<file path="config.mk">
export PLATFORM = sky130hd
export DESIGN_NAME = qwrs_top
export DESIGN_NICKNAME = d
export VERILOG_FILES = /design/src/hdl/qwrs_pkg.sv /design/src/hdl/qwrs_top.sv
export SDC_FILE = /design/constraint.sdc
export NUM_CORES = 1
export LEC_CHECK = 0
export BUFFER_PORTS_ARGS = -buffer_cell sky130_fd_sc_hd__buf_4
export CORE_MARGIN = 10
export CORE_UTILIZATION = 29
export DETAILED_ROUTE_END_ITERATION = 7
export GPL_TIMING_DRIVEN = 1
export MAX_ROUTING_LAYER = met4
export PLACE_DENSITY = 0.52
export SLEW_MARGIN = 5
export SYNTH_ARGS = -nofsm -noshare
export SYNTH_HDL_FRONTEND = slang
export SYNTH_SLANG_ARGS = --single-unit
export TNS_END_PERCENT = 1
</file>
<file path="constraint.sdc">
create_clock -name mclk -period 7.7 [get_ports mclk]
set_input_delay 1.54 -clock mclk [delete_from_list [all_inputs] [get_ports mclk]]
set_output_delay 1.54 -clock mclk [all_outputs]
set_load 0.1 [all_outputs]
</file>
<file path="src/hdl/qwrs_pkg.sv">
// Constants and types for the quad wiper register store
package qwrs_pkg;
   // Array geometry
   localparam int CHANNELS = 4;
   localparam int SLOTS = 4;
   localparam int WIPER_W = 6;
   localparam int TAPS = 64;
   localparam logic [5:0] WIPER_MAX = 6'h3f;
   localparam logic [5:0] WIPER_MIN = 6'h00;
   localparam logic [1:0] SLOT_ZERO = 2'h0;
   // Identification byte fields
   localparam logic [3:0] ID_TYPE = 4'h6; // Device type code, value arbitrary
   localparam logic [1:0] ID_PAD = 2'h0;
   // Instruction codes, upper nibble of the instruction byte
   localparam logic [3:0] OP_RD_WIPER = 4'h9;
   localparam logic [3:0] OP_WR_WIPER = 4'ha;
   localparam logic [3:0] OP_RD_DATA = 4'hb;
   localparam logic [3:0] OP_WR_DATA = 4'hc;
   localparam logic [3:0] OP_XFR_D2W = 4'hd;
   localparam logic [3:0] OP_XFR_W2D = 4'he;
   localparam logic [3:0] OP_GXFR_D2W = 4'h1;
   localparam logic [3:0] OP_GXFR_W2D = 4'h8;
   localparam logic [3:0] OP_RD_STATUS = 4'h5;
   localparam logic [3:0] OP_STEP = 4'h2;
   // Pin vector layout after synchronisation
   localparam int PIN_CS = 0;
   localparam int PIN_SCK = 1;
   localparam int PIN_SI = 2;
   localparam int PIN_HOLD = 3;
   localparam int PIN_WP = 4;
   localparam int PIN_A0 = 5;
   localparam int PIN_A1 = 6;
   localparam int PINS = 7;
   localparam logic [6:0] PIN_IDLE = 7'h19;
   localparam logic [2:0] LAST_BIT = 3'h7;
   // Nonvolatile write time
   localparam int NV_WRITE_MS = 10;
   localparam int CLK_MHZ = 250;
   localparam int NV_WRITE_CYCLES = NV_WRITE_MS * 1000 * CLK_MHZ;

   typedef enum logic [2:0] {
      PH_ID = 3'b000,
      PH_INSTR = 3'b001,
      PH_WDATA = 3'b010,
      PH_RDATA = 3'b011,
      PH_STEP = 3'b100,
      PH_DONE = 3'b101,
      PH_IGNORE = 3'b110
   } qwrs_phase_type;

   typedef enum logic [1:0] {
      PD_NONE = 2'b00,
      PD_DATA = 2'b01,
      PD_XFR = 2'b10,
      PD_GXFR = 2'b11
   } qwrs_pend_type;
endpackage

</file>
<file path="src/hdl/qwrs_top.sv">
// Serial control, wiper and storage registers for four tap selectors
// Behaviour
// - Sample data-in on serial clock rising edge
// - Data-out undriven unless shifting read data
// - Exactly one tap switch on per channel
// - Decode six-bit position to one-hot taps
// - Four wiper position registers, one per channel
// - Wiper write loads position serially
// - Transfer loads wiper from chosen storage slot
// - Step moves wiper one position per pulse
// - Power-up loads wiper from slot zero
// - Four six-bit storage slots per channel
// - Copy between storage slots and wiper both ways
// - Nonvolatile write finishes within ten milliseconds
// - Commit starts on select rise after complete write
// - Write-in-progress flag readable by status read
// - Data-in high steps up, low steps down
// - Read data changes on serial clock falling edge
`timescale 1ns/10ps
module qwrs_top #(
   parameter int NV_CYCLES = qwrs_pkg::NV_WRITE_CYCLES
) (
   // Clock and reset
   input wire logic mclk,
   input wire logic rst,
   // Serial port pins
   input wire logic cs_n,
   input wire logic sck,
   input wire logic si,
   input wire logic hold_n,
   input wire logic wp_n,
   input wire logic [1:0] dev_addr,
   output logic so,
   output logic so_oe,
   // Tap switch selects
   output logic [3:0][63:0] tap_sel
);

   typedef struct packed {
      logic [6:0] s1;
      logic [6:0] s2;
      logic [6:0] s3;
      logic [6:0] filt;
      qwrs_pkg::qwrs_phase_type phase;
      logic [2:0] bitcnt;
      logic [7:0] shreg;
      logic [7:0] instr;
      logic [7:0] outsr;
      logic so;
      logic oe;
      logic [3:0][5:0] wiper;
      logic [3:0][3:0][5:0] slot;
      qwrs_pkg::qwrs_pend_type pend;
      logic [1:0] pch;
      logic [1:0] preg;
      logic [5:0] pdata;
      logic write_in_progress_flag;
      logic [31:0] timer;
   } qwrs_state_type;

   // Storage powers up erased; reset leaves it alone
   qwrs_state_type q = '0;
   qwrs_state_type d;
   logic [6:0] filt_n;
   logic sck_rise;
   logic sck_fall;
   logic cs_rise;
   logic active;
   logic [7:0] sh;
   // Third stage and second stage must agree before a pin change counts
   genvar gi;
   generate
      for (gi = 0; gi < qwrs_pkg::PINS; gi++)
      begin : g_pin
         assign filt_n[gi] = (q.s2[gi] == q.s3[gi]) ? q.s3[gi] : q.filt[gi];
      end
      for (gi = 0; gi < qwrs_pkg::CHANNELS; gi++)
      begin : g_tap
         assign tap_sel[gi] = 64'h1 << q.wiper[gi];
      end
   endgenerate
   assign sck_rise = filt_n[qwrs_pkg::PIN_SCK] & ~q.filt[qwrs_pkg::PIN_SCK];
   assign sck_fall = ~filt_n[qwrs_pkg::PIN_SCK] & q.filt[qwrs_pkg::PIN_SCK];
   assign cs_rise = filt_n[qwrs_pkg::PIN_CS] & ~q.filt[qwrs_pkg::PIN_CS];
   assign active = ~q.filt[qwrs_pkg::PIN_CS] & q.filt[qwrs_pkg::PIN_HOLD];
   assign sh = {q.shreg[6:0], q.filt[qwrs_pkg::PIN_SI]};
   assign so = q.so;
   assign so_oe = q.oe;
   always_comb
   begin
      d = q;
      d.s1 = {dev_addr, wp_n, hold_n, si, sck, cs_n};
      d.s2 = q.s1;
      d.s3 = q.s2;
      d.filt = filt_n;
      if (q.write_in_progress_flag && q.timer == '0)
         d.write_in_progress_flag = 1'b0;
      else if (q.write_in_progress_flag)
         d.timer = q.timer - 32'h1;
      if (cs_rise)
      begin
         // Commit only a finished write, never while busy or protected
         if (q.phase == qwrs_pkg::PH_DONE && q.pend != qwrs_pkg::PD_NONE && !q.write_in_progress_flag
             && q.filt[qwrs_pkg::PIN_WP])
         begin
            d.write_in_progress_flag = 1'b1;
            d.timer = 32'(NV_CYCLES - 1);
            case (q.pend)
               qwrs_pkg::PD_DATA: d.slot[q.pch][q.preg] = q.pdata;
               qwrs_pkg::PD_XFR: d.slot[q.pch][q.preg] = q.wiper[q.pch];
               qwrs_pkg::PD_GXFR:
               begin
                  for (int i = 0; i < qwrs_pkg::CHANNELS; i++)
                     d.slot[i][q.preg] = q.wiper[i];
               end
               default: d.pend = qwrs_pkg::PD_NONE;
            endcase
         end
      end
      if (filt_n[qwrs_pkg::PIN_CS])
      begin
         d.phase = qwrs_pkg::PH_ID;
         d.bitcnt = 3'h0;
         d.pend = qwrs_pkg::PD_NONE;
         d.oe = 1'b0;
      end
      else if (active && sck_rise)
      begin
         d.shreg = sh;
         d.bitcnt = q.bitcnt + 3'h1;
         case (q.phase)
            qwrs_pkg::PH_ID:
            begin
               if (q.bitcnt == qwrs_pkg::LAST_BIT)
               begin
                  if (sh[7:4] == qwrs_pkg::ID_TYPE && sh[3:2] == qwrs_pkg::ID_PAD
                      && sh[1:0] == q.filt[qwrs_pkg::PIN_A1:qwrs_pkg::PIN_A0])
                     d.phase = qwrs_pkg::PH_INSTR;
                  else
                     d.phase = qwrs_pkg::PH_IGNORE;
               end
            end
            qwrs_pkg::PH_INSTR:
            begin
               if (q.bitcnt == qwrs_pkg::LAST_BIT)
               begin
                  d.instr = sh;
                  d.pch = sh[1:0];
                  d.preg = sh[3:2];
                  d.phase = qwrs_pkg::PH_DONE;
                  case (sh[7:4])
                     qwrs_pkg::OP_RD_WIPER:
                     begin
                        d.outsr = {2'h0, q.wiper[sh[1:0]]};
                        d.phase = qwrs_pkg::PH_RDATA;
                     end
                     qwrs_pkg::OP_RD_DATA:
                     begin
                        d.outsr = {2'h0, q.slot[sh[1:0]][sh[3:2]]};
                        d.phase = qwrs_pkg::PH_RDATA;
                     end
                     qwrs_pkg::OP_RD_STATUS:
                     begin
                        d.outsr = {7'h00, q.write_in_progress_flag};
                        d.phase = qwrs_pkg::PH_RDATA;
                     end
                     qwrs_pkg::OP_WR_WIPER: d.phase = qwrs_pkg::PH_WDATA;
                     qwrs_pkg::OP_WR_DATA: d.phase = qwrs_pkg::PH_WDATA;
                     qwrs_pkg::OP_XFR_D2W: d.wiper[sh[1:0]] = q.slot[sh[1:0]][sh[3:2]];
                     qwrs_pkg::OP_GXFR_D2W:
                     begin
                        for (int i = 0; i < qwrs_pkg::CHANNELS; i++)
                           d.wiper[i] = q.slot[i][sh[3:2]];
                     end
                     qwrs_pkg::OP_XFR_W2D: d.pend = qwrs_pkg::PD_XFR;
                     qwrs_pkg::OP_GXFR_W2D: d.pend = qwrs_pkg::PD_GXFR;
                     qwrs_pkg::OP_STEP: d.phase = qwrs_pkg::PH_STEP;
                     default: d.phase = qwrs_pkg::PH_IGNORE;
                  endcase
               end
            end
            qwrs_pkg::PH_WDATA:
            begin
               if (q.bitcnt == qwrs_pkg::LAST_BIT)
               begin
                  d.phase = qwrs_pkg::PH_DONE;
                  if (q.instr[7:4] == qwrs_pkg::OP_WR_WIPER)
                     d.wiper[q.pch] = sh[5:0];
                  else
                  begin
                     d.pend = qwrs_pkg::PD_DATA;
                     d.pdata = sh[5:0];
                  end
               end
            end
            qwrs_pkg::PH_STEP:
            begin
               if (q.filt[qwrs_pkg::PIN_SI] && q.wiper[q.pch] != qwrs_pkg::WIPER_MAX)
                  d.wiper[q.pch] = q.wiper[q.pch] + 6'h01;
               else if (!q.filt[qwrs_pkg::PIN_SI] && q.wiper[q.pch] != qwrs_pkg::WIPER_MIN)
                  d.wiper[q.pch] = q.wiper[q.pch] - 6'h01;
            end
            qwrs_pkg::PH_DONE:
            begin
               // Extra clocks after a complete sequence spoil it
               d.phase = qwrs_pkg::PH_IGNORE;
               d.pend = qwrs_pkg::PD_NONE;
            end
            default: d.phase = q.phase;
         endcase
      end
      else if (active && sck_fall && q.phase == qwrs_pkg::PH_RDATA)
      begin
         d.so = q.outsr[7];
         d.outsr = {q.outsr[6:0], 1'b0};
         d.oe = 1'b1;
      end
      if (rst)
      begin
         d = '0;
         d.s1 = qwrs_pkg::PIN_IDLE;
         d.s2 = qwrs_pkg::PIN_IDLE;
         d.s3 = qwrs_pkg::PIN_IDLE;
         d.filt = qwrs_pkg::PIN_IDLE;
         d.phase = qwrs_pkg::PH_ID;
         d.pend = qwrs_pkg::PD_NONE;
         d.slot = q.slot;
         for (int i = 0; i < qwrs_pkg::CHANNELS; i++)
            d.wiper[i] = q.slot[i][qwrs_pkg::SLOT_ZERO];
      end
   end
   always_ff @(posedge mclk)
   begin
      q <= d;
   end
endmodule // qwrs_top

</file>
* After elaboration in Yosys (flattened, before gate mapping)
Index checks and enable logic that the tools add are counted.
** Operators by class
- $add $sub $neg :: 4
- $lt $le $gt $ge :: 7
- Equal/unequal tests :: 42
- Shifts and indexed selects :: 4
- Muxes and demuxes :: 78
- Bitwise gates (word level) :: 11
- Reduce and logical (&&, ||, !) cells :: 40
** Operators by type and width (number)
- $pmux 96 s3 :: 1
- $shl 1x6->64 const A :: 4
- $mux 24 :: 9
- $mux 98 :: 2
- $bwmux 24 :: 8
- $bwmux 96 :: 2
- $mux 165 :: 1
- $bmux 6 s2 :: 7
- $mux 6 :: 14
- $pmux 24 s3 :: 1
- $mux 33 :: 2
- $mux 32 :: 2
- $bmux 24 s2 :: 1
- $demux 24 s2 :: 1
- $pmux 24 s2 :: 1
- $demux 6 s2 :: 3
- $eq 4x4->1 const B :: 8
- $logic_not 32->1 :: 1
- $mux 16 :: 2
- $sub 32x1->32 const B :: 1
- $pmux 3 s4 :: 2
- $pmux 8 s3 :: 1
- $mux 10 :: 2
- $reduce_and 5->1 :: 3
- 47 further kinds :: 107
** Storage, ports and cells
- Register bits :: 225
- Input port bits :: 9
- Output and inout bits :: 258
- Word-level logic and storage cells :: 228

* Longest topological paths before layout
- Word-level depth :: 16
- Gate-level depth with buffers :: 11
- Mapped depth without buffers :: 9

* Least setup slack after synthesis
No wires, ideal clock.
- Kind :: register -> output
- Start :: register q[161] (netlist bit)
- End :: output tap_sel[212] (netlist bit)
- Arrival :: 3.794 ns
- Data required time :: 6.160 ns
- Setup slack :: 2.366 ns
- Stages on the path, launching flop included :: 4
- Path buffers :: 1
- Path through :: edfxtp_1 > clkbuf_1 > nand2_1 > nor4_1
** RTL lines
- start: declaration :: line qwrs_top.sv:62 : qwrs_state_type q = '0;
- start signal: assignment :: line qwrs_top.sv:234 : q <= d;
- end: declaration :: line qwrs_top.sv:36 : output logic [3:0][63:0] tap_sel

==> impl_metrics.yaml <==
cts:
  cts_buffers: 25
  cts_tree: "built"
  post_cts_buffers: 0
  cts_root_buf: "clkbuf_16"
  cts.path.max_buffers: 3
  insertion_delay_ns: 0.57
  clock-sinks: 220
  htreeDepth: 1
  clk_pin_slew_ns: 0.06
  cts_resized: 0
  hold_buffers: 0
critical_path:
  crit_end: "tap_sel[70]"
  r2r_setup_slack_ns: 4.13
  r2r-end: "q[57]"
  crit_start: "q[148]"
  worstPathMaxFanout: 13
  crit_chain: "nand2b_1, nand2b_1, nor3_1, buf_4"
  path_buf_inv: 1
  cp_data_required_time_ns: 6.16
  max_stage_delay_ns: 0.73
  crit_cells: 4
  reg2reg_from: "q[44]"
  critPathCaptureType: "output pin"
  cp-start-kind: "register"
  ff2ff_path_depth: 7
  cp_data_arrival_time_ns: 2.65
  cp_common_cell: "nand2b_1"
  critical-path-slowest-cell: "edfxtp_1"
  crit_type: "register to output pin"
  crit_family: "simple AND/OR/NAND/NOR gates"
sta:
  max_freq_mhz: 239
  slew_violations: 0
  max-slew-margin-rel_pct: 17.6
  period_share_pct: 54.4
  skew_ns: 0.0223
  hold_viol: 0
  rsz0062_at_grt: "no"
  tightest_slew_ns: 1.24
  setup-tns-final_ns: 0
  whs_ns: 0.411
  setup_viol: 0
  period_minus_slack_ns: 4.19
final_layout:
  multi_input_area_um2: 8610
  diodes: 0
  final_cell_mix: "nor2_1, buf_4, nand2_1, edfxtp_1, a21oi_1"
  seqCellArea_um2: 5610
  nFillCells: 5266
  drive_gt1_share_pct: 22.8
  synthToLayoutAreaGrowth_pct: 21.7
  final_common_cell: "nor2_1"
  nets: 1945
die:
  ios: 267
  core_um2: 51200
  die_h_um: 247
  die-width_um: 247
  dieArea_um2: 61000
  row_count: 83
  start_util_pct: 29.2
synthesis:
  synth_async_sr_flop_share_pct: 0
  synth_cell_type_count: 76
  yosys.area_share.adder_pct: 0.570
  netlist_area_um2: 14900
  muxShareOfSynthArea_pct: 11.2
  synth_fp_nets: 1784
  synth_top_family_by_area: "simple AND/OR/NAND/NOR gates"
  yosysSeqAreaShare_pct: 37.5
  synth-xor-area-share_pct: 2.29
  syn_inst: 1769
  synth-edff-count: 120
  ys.flop_type: "edfxtp_1"
  ys_ff_latch: 220
  yosys_warnings: 0
  synth-simple-area-share_pct: 23.5
  synth_compound_area_share_pct: 20.0
  avgSynthCellArea_um2: 8.44
pwr:
  leakagePower_nw: 6.40
  pwr_density_cell_nw_per_um2: 148
  ir_worst_vdd_mv: 0.133
  power_mw: 2.69
placement:
  io_buffers: 266
  dp_hpwl_mm: 44.4
  gp_congestion: 0.994
global_route:
  grt_antenna_before_repair: 0
  grt_overflow: 0
  grt_use_total_pct: 19.1
  grt_pass1_wl_mm: 89.2
  grt_pass1_vias: 14000
  grt_max_degree: 63
detailed_routing:
  vias: 15100
  drt_wl_total_mm: 60.9
  wl_per_cell_um: 23.2
  route.detailed.drc: 0
  ant_nets: 0
  drt-vias-per-instance: 5.76
  dr.pass1.iters: 6
  drt_iter0_drc: 1436
job:
  cap_viol_max_count: 0
hold_path:
  hold_path_class: "register to register"
run_status:
  status: "finished clean"
[per-stage QoR]
stage / cell area (um2) / cells / util [%] / worst slack [ns]
2_1_floorplan: 14900 / 1769 / - / 2.37
3_3_place_gp: 17400 / 2583 / 33.9 / 4.01
3_5_place_dp: 17400 / 2583 / 33.9 / 3.97
4_1_cts: 18200 / 2627 / 35.5 / 3.55
5_1_grt: 18200 / 2627 / 35.5 / 3.38
6_report: 18200 / 2627 / 35.5 / 3.51
[cell families after synthesis]
kind of cell               count (synthesis)
muxes                                     94
buffers and inverters                    185
adders and majority gates                  7
and+or+nand+nor                          759
DFF                                      220
xor gates and xnor gates                  39
AOI/OAI and AO/OA                        465
[layout make-up]
type                       instances  share of cell area, %
clock inverter                    13                  0.709
inverter                          24                  0.496
tap                              680                   4.68
clock buffer                      31                   3.74
sequential                       220                   30.9
timing repair buffer             295                   12.2
multi-input combinational       1364                   47.3
[power breakdown]
| group | total [mW] | switching, mW | leakage (nW) | internal [mW] |
|---|---|---|---|---|
| logic | 0.212 | 0.165 | 4.07 | 0.0466 |
| clock network | 1.21 | 0.511 | 0.405 | 0.695 |
| registers | 1.27 | 0.0333 | 1.93 | 1.24 |
| total | 2.69 | 0.710 | 6.40 | 1.98 |
[state kept, by name, indices dropped and copies added, names as in the netlist]
name	count
so	1
q	218
so_oe	1
[worst min path at each step]
stage	start	end	slack [ns]	cells past startpoint
after CTS	q[222]	q[215]	0.41	1
after detailed placement	q[222]	q[215]	0.40	1
after floorplan	q[218]	q[211]	0.39	1
after global placement	q[222]	q[215]	0.40	1
after global routing	q[221]	q[214]	0.43	1
final	q[221]	q[214]	0.41	1
[cells in the mapped netlist, types with 4 or more instances]
library cell	number	area, um2
a2111oi_0	7	61.3
a211oi_1	33	248
a21oi_1	113	566
a22oi_1	100	751
a2bb2oi_1	4	35.0
a311oi_1	5	43.8
a31oi_1	7	43.8
and2_1	8	50.1
buf_1	9	33.8
buf_2	20	100
clkbuf_1	131	492
dfxtp_1	100	2000
edfxtp_1	120	3600
ha_1	6	75.1
inv_1	24	90.1
mux2_2	5	56.3
mux2i_1	31	310
mux4_2	58	1310
nand2_1	151	567
nand2b_1	36	225
nand3_1	37	185
nand3b_1	4	30.0
nand4_1	8	50.1
nand4b_1	5	43.8
nor2_1	357	1340
nor2b_1	49	307
nor3_1	29	145
nor4_1	10	62.6
nor4_2	6	75.1
o211ai_1	7	52.6
o21ai_0	55	275
o21ai_1	5	25.0
o22ai_1	96	601
o31ai_1	5	37.5
or2_2	21	131
or3_1	12	75.1
xnor2_1	25	219
xor2_1	14	123
[metal layers]
| layer | GRT usage, % | up-vias | routed length, um |
|---|---|---|---|
| met5 | - | - | 0 |
| met4 | 6.48 | 0 | 2020 |
| met3 | 3.08 | 130 | 6240 |
| li1 | - | 6806 | - |
| met1 | 23.3 | 7318 | 23800 |
| met2 | 31.6 | 879 | 28900 |
Note: power is estimated with default switching activity, not from simulation.
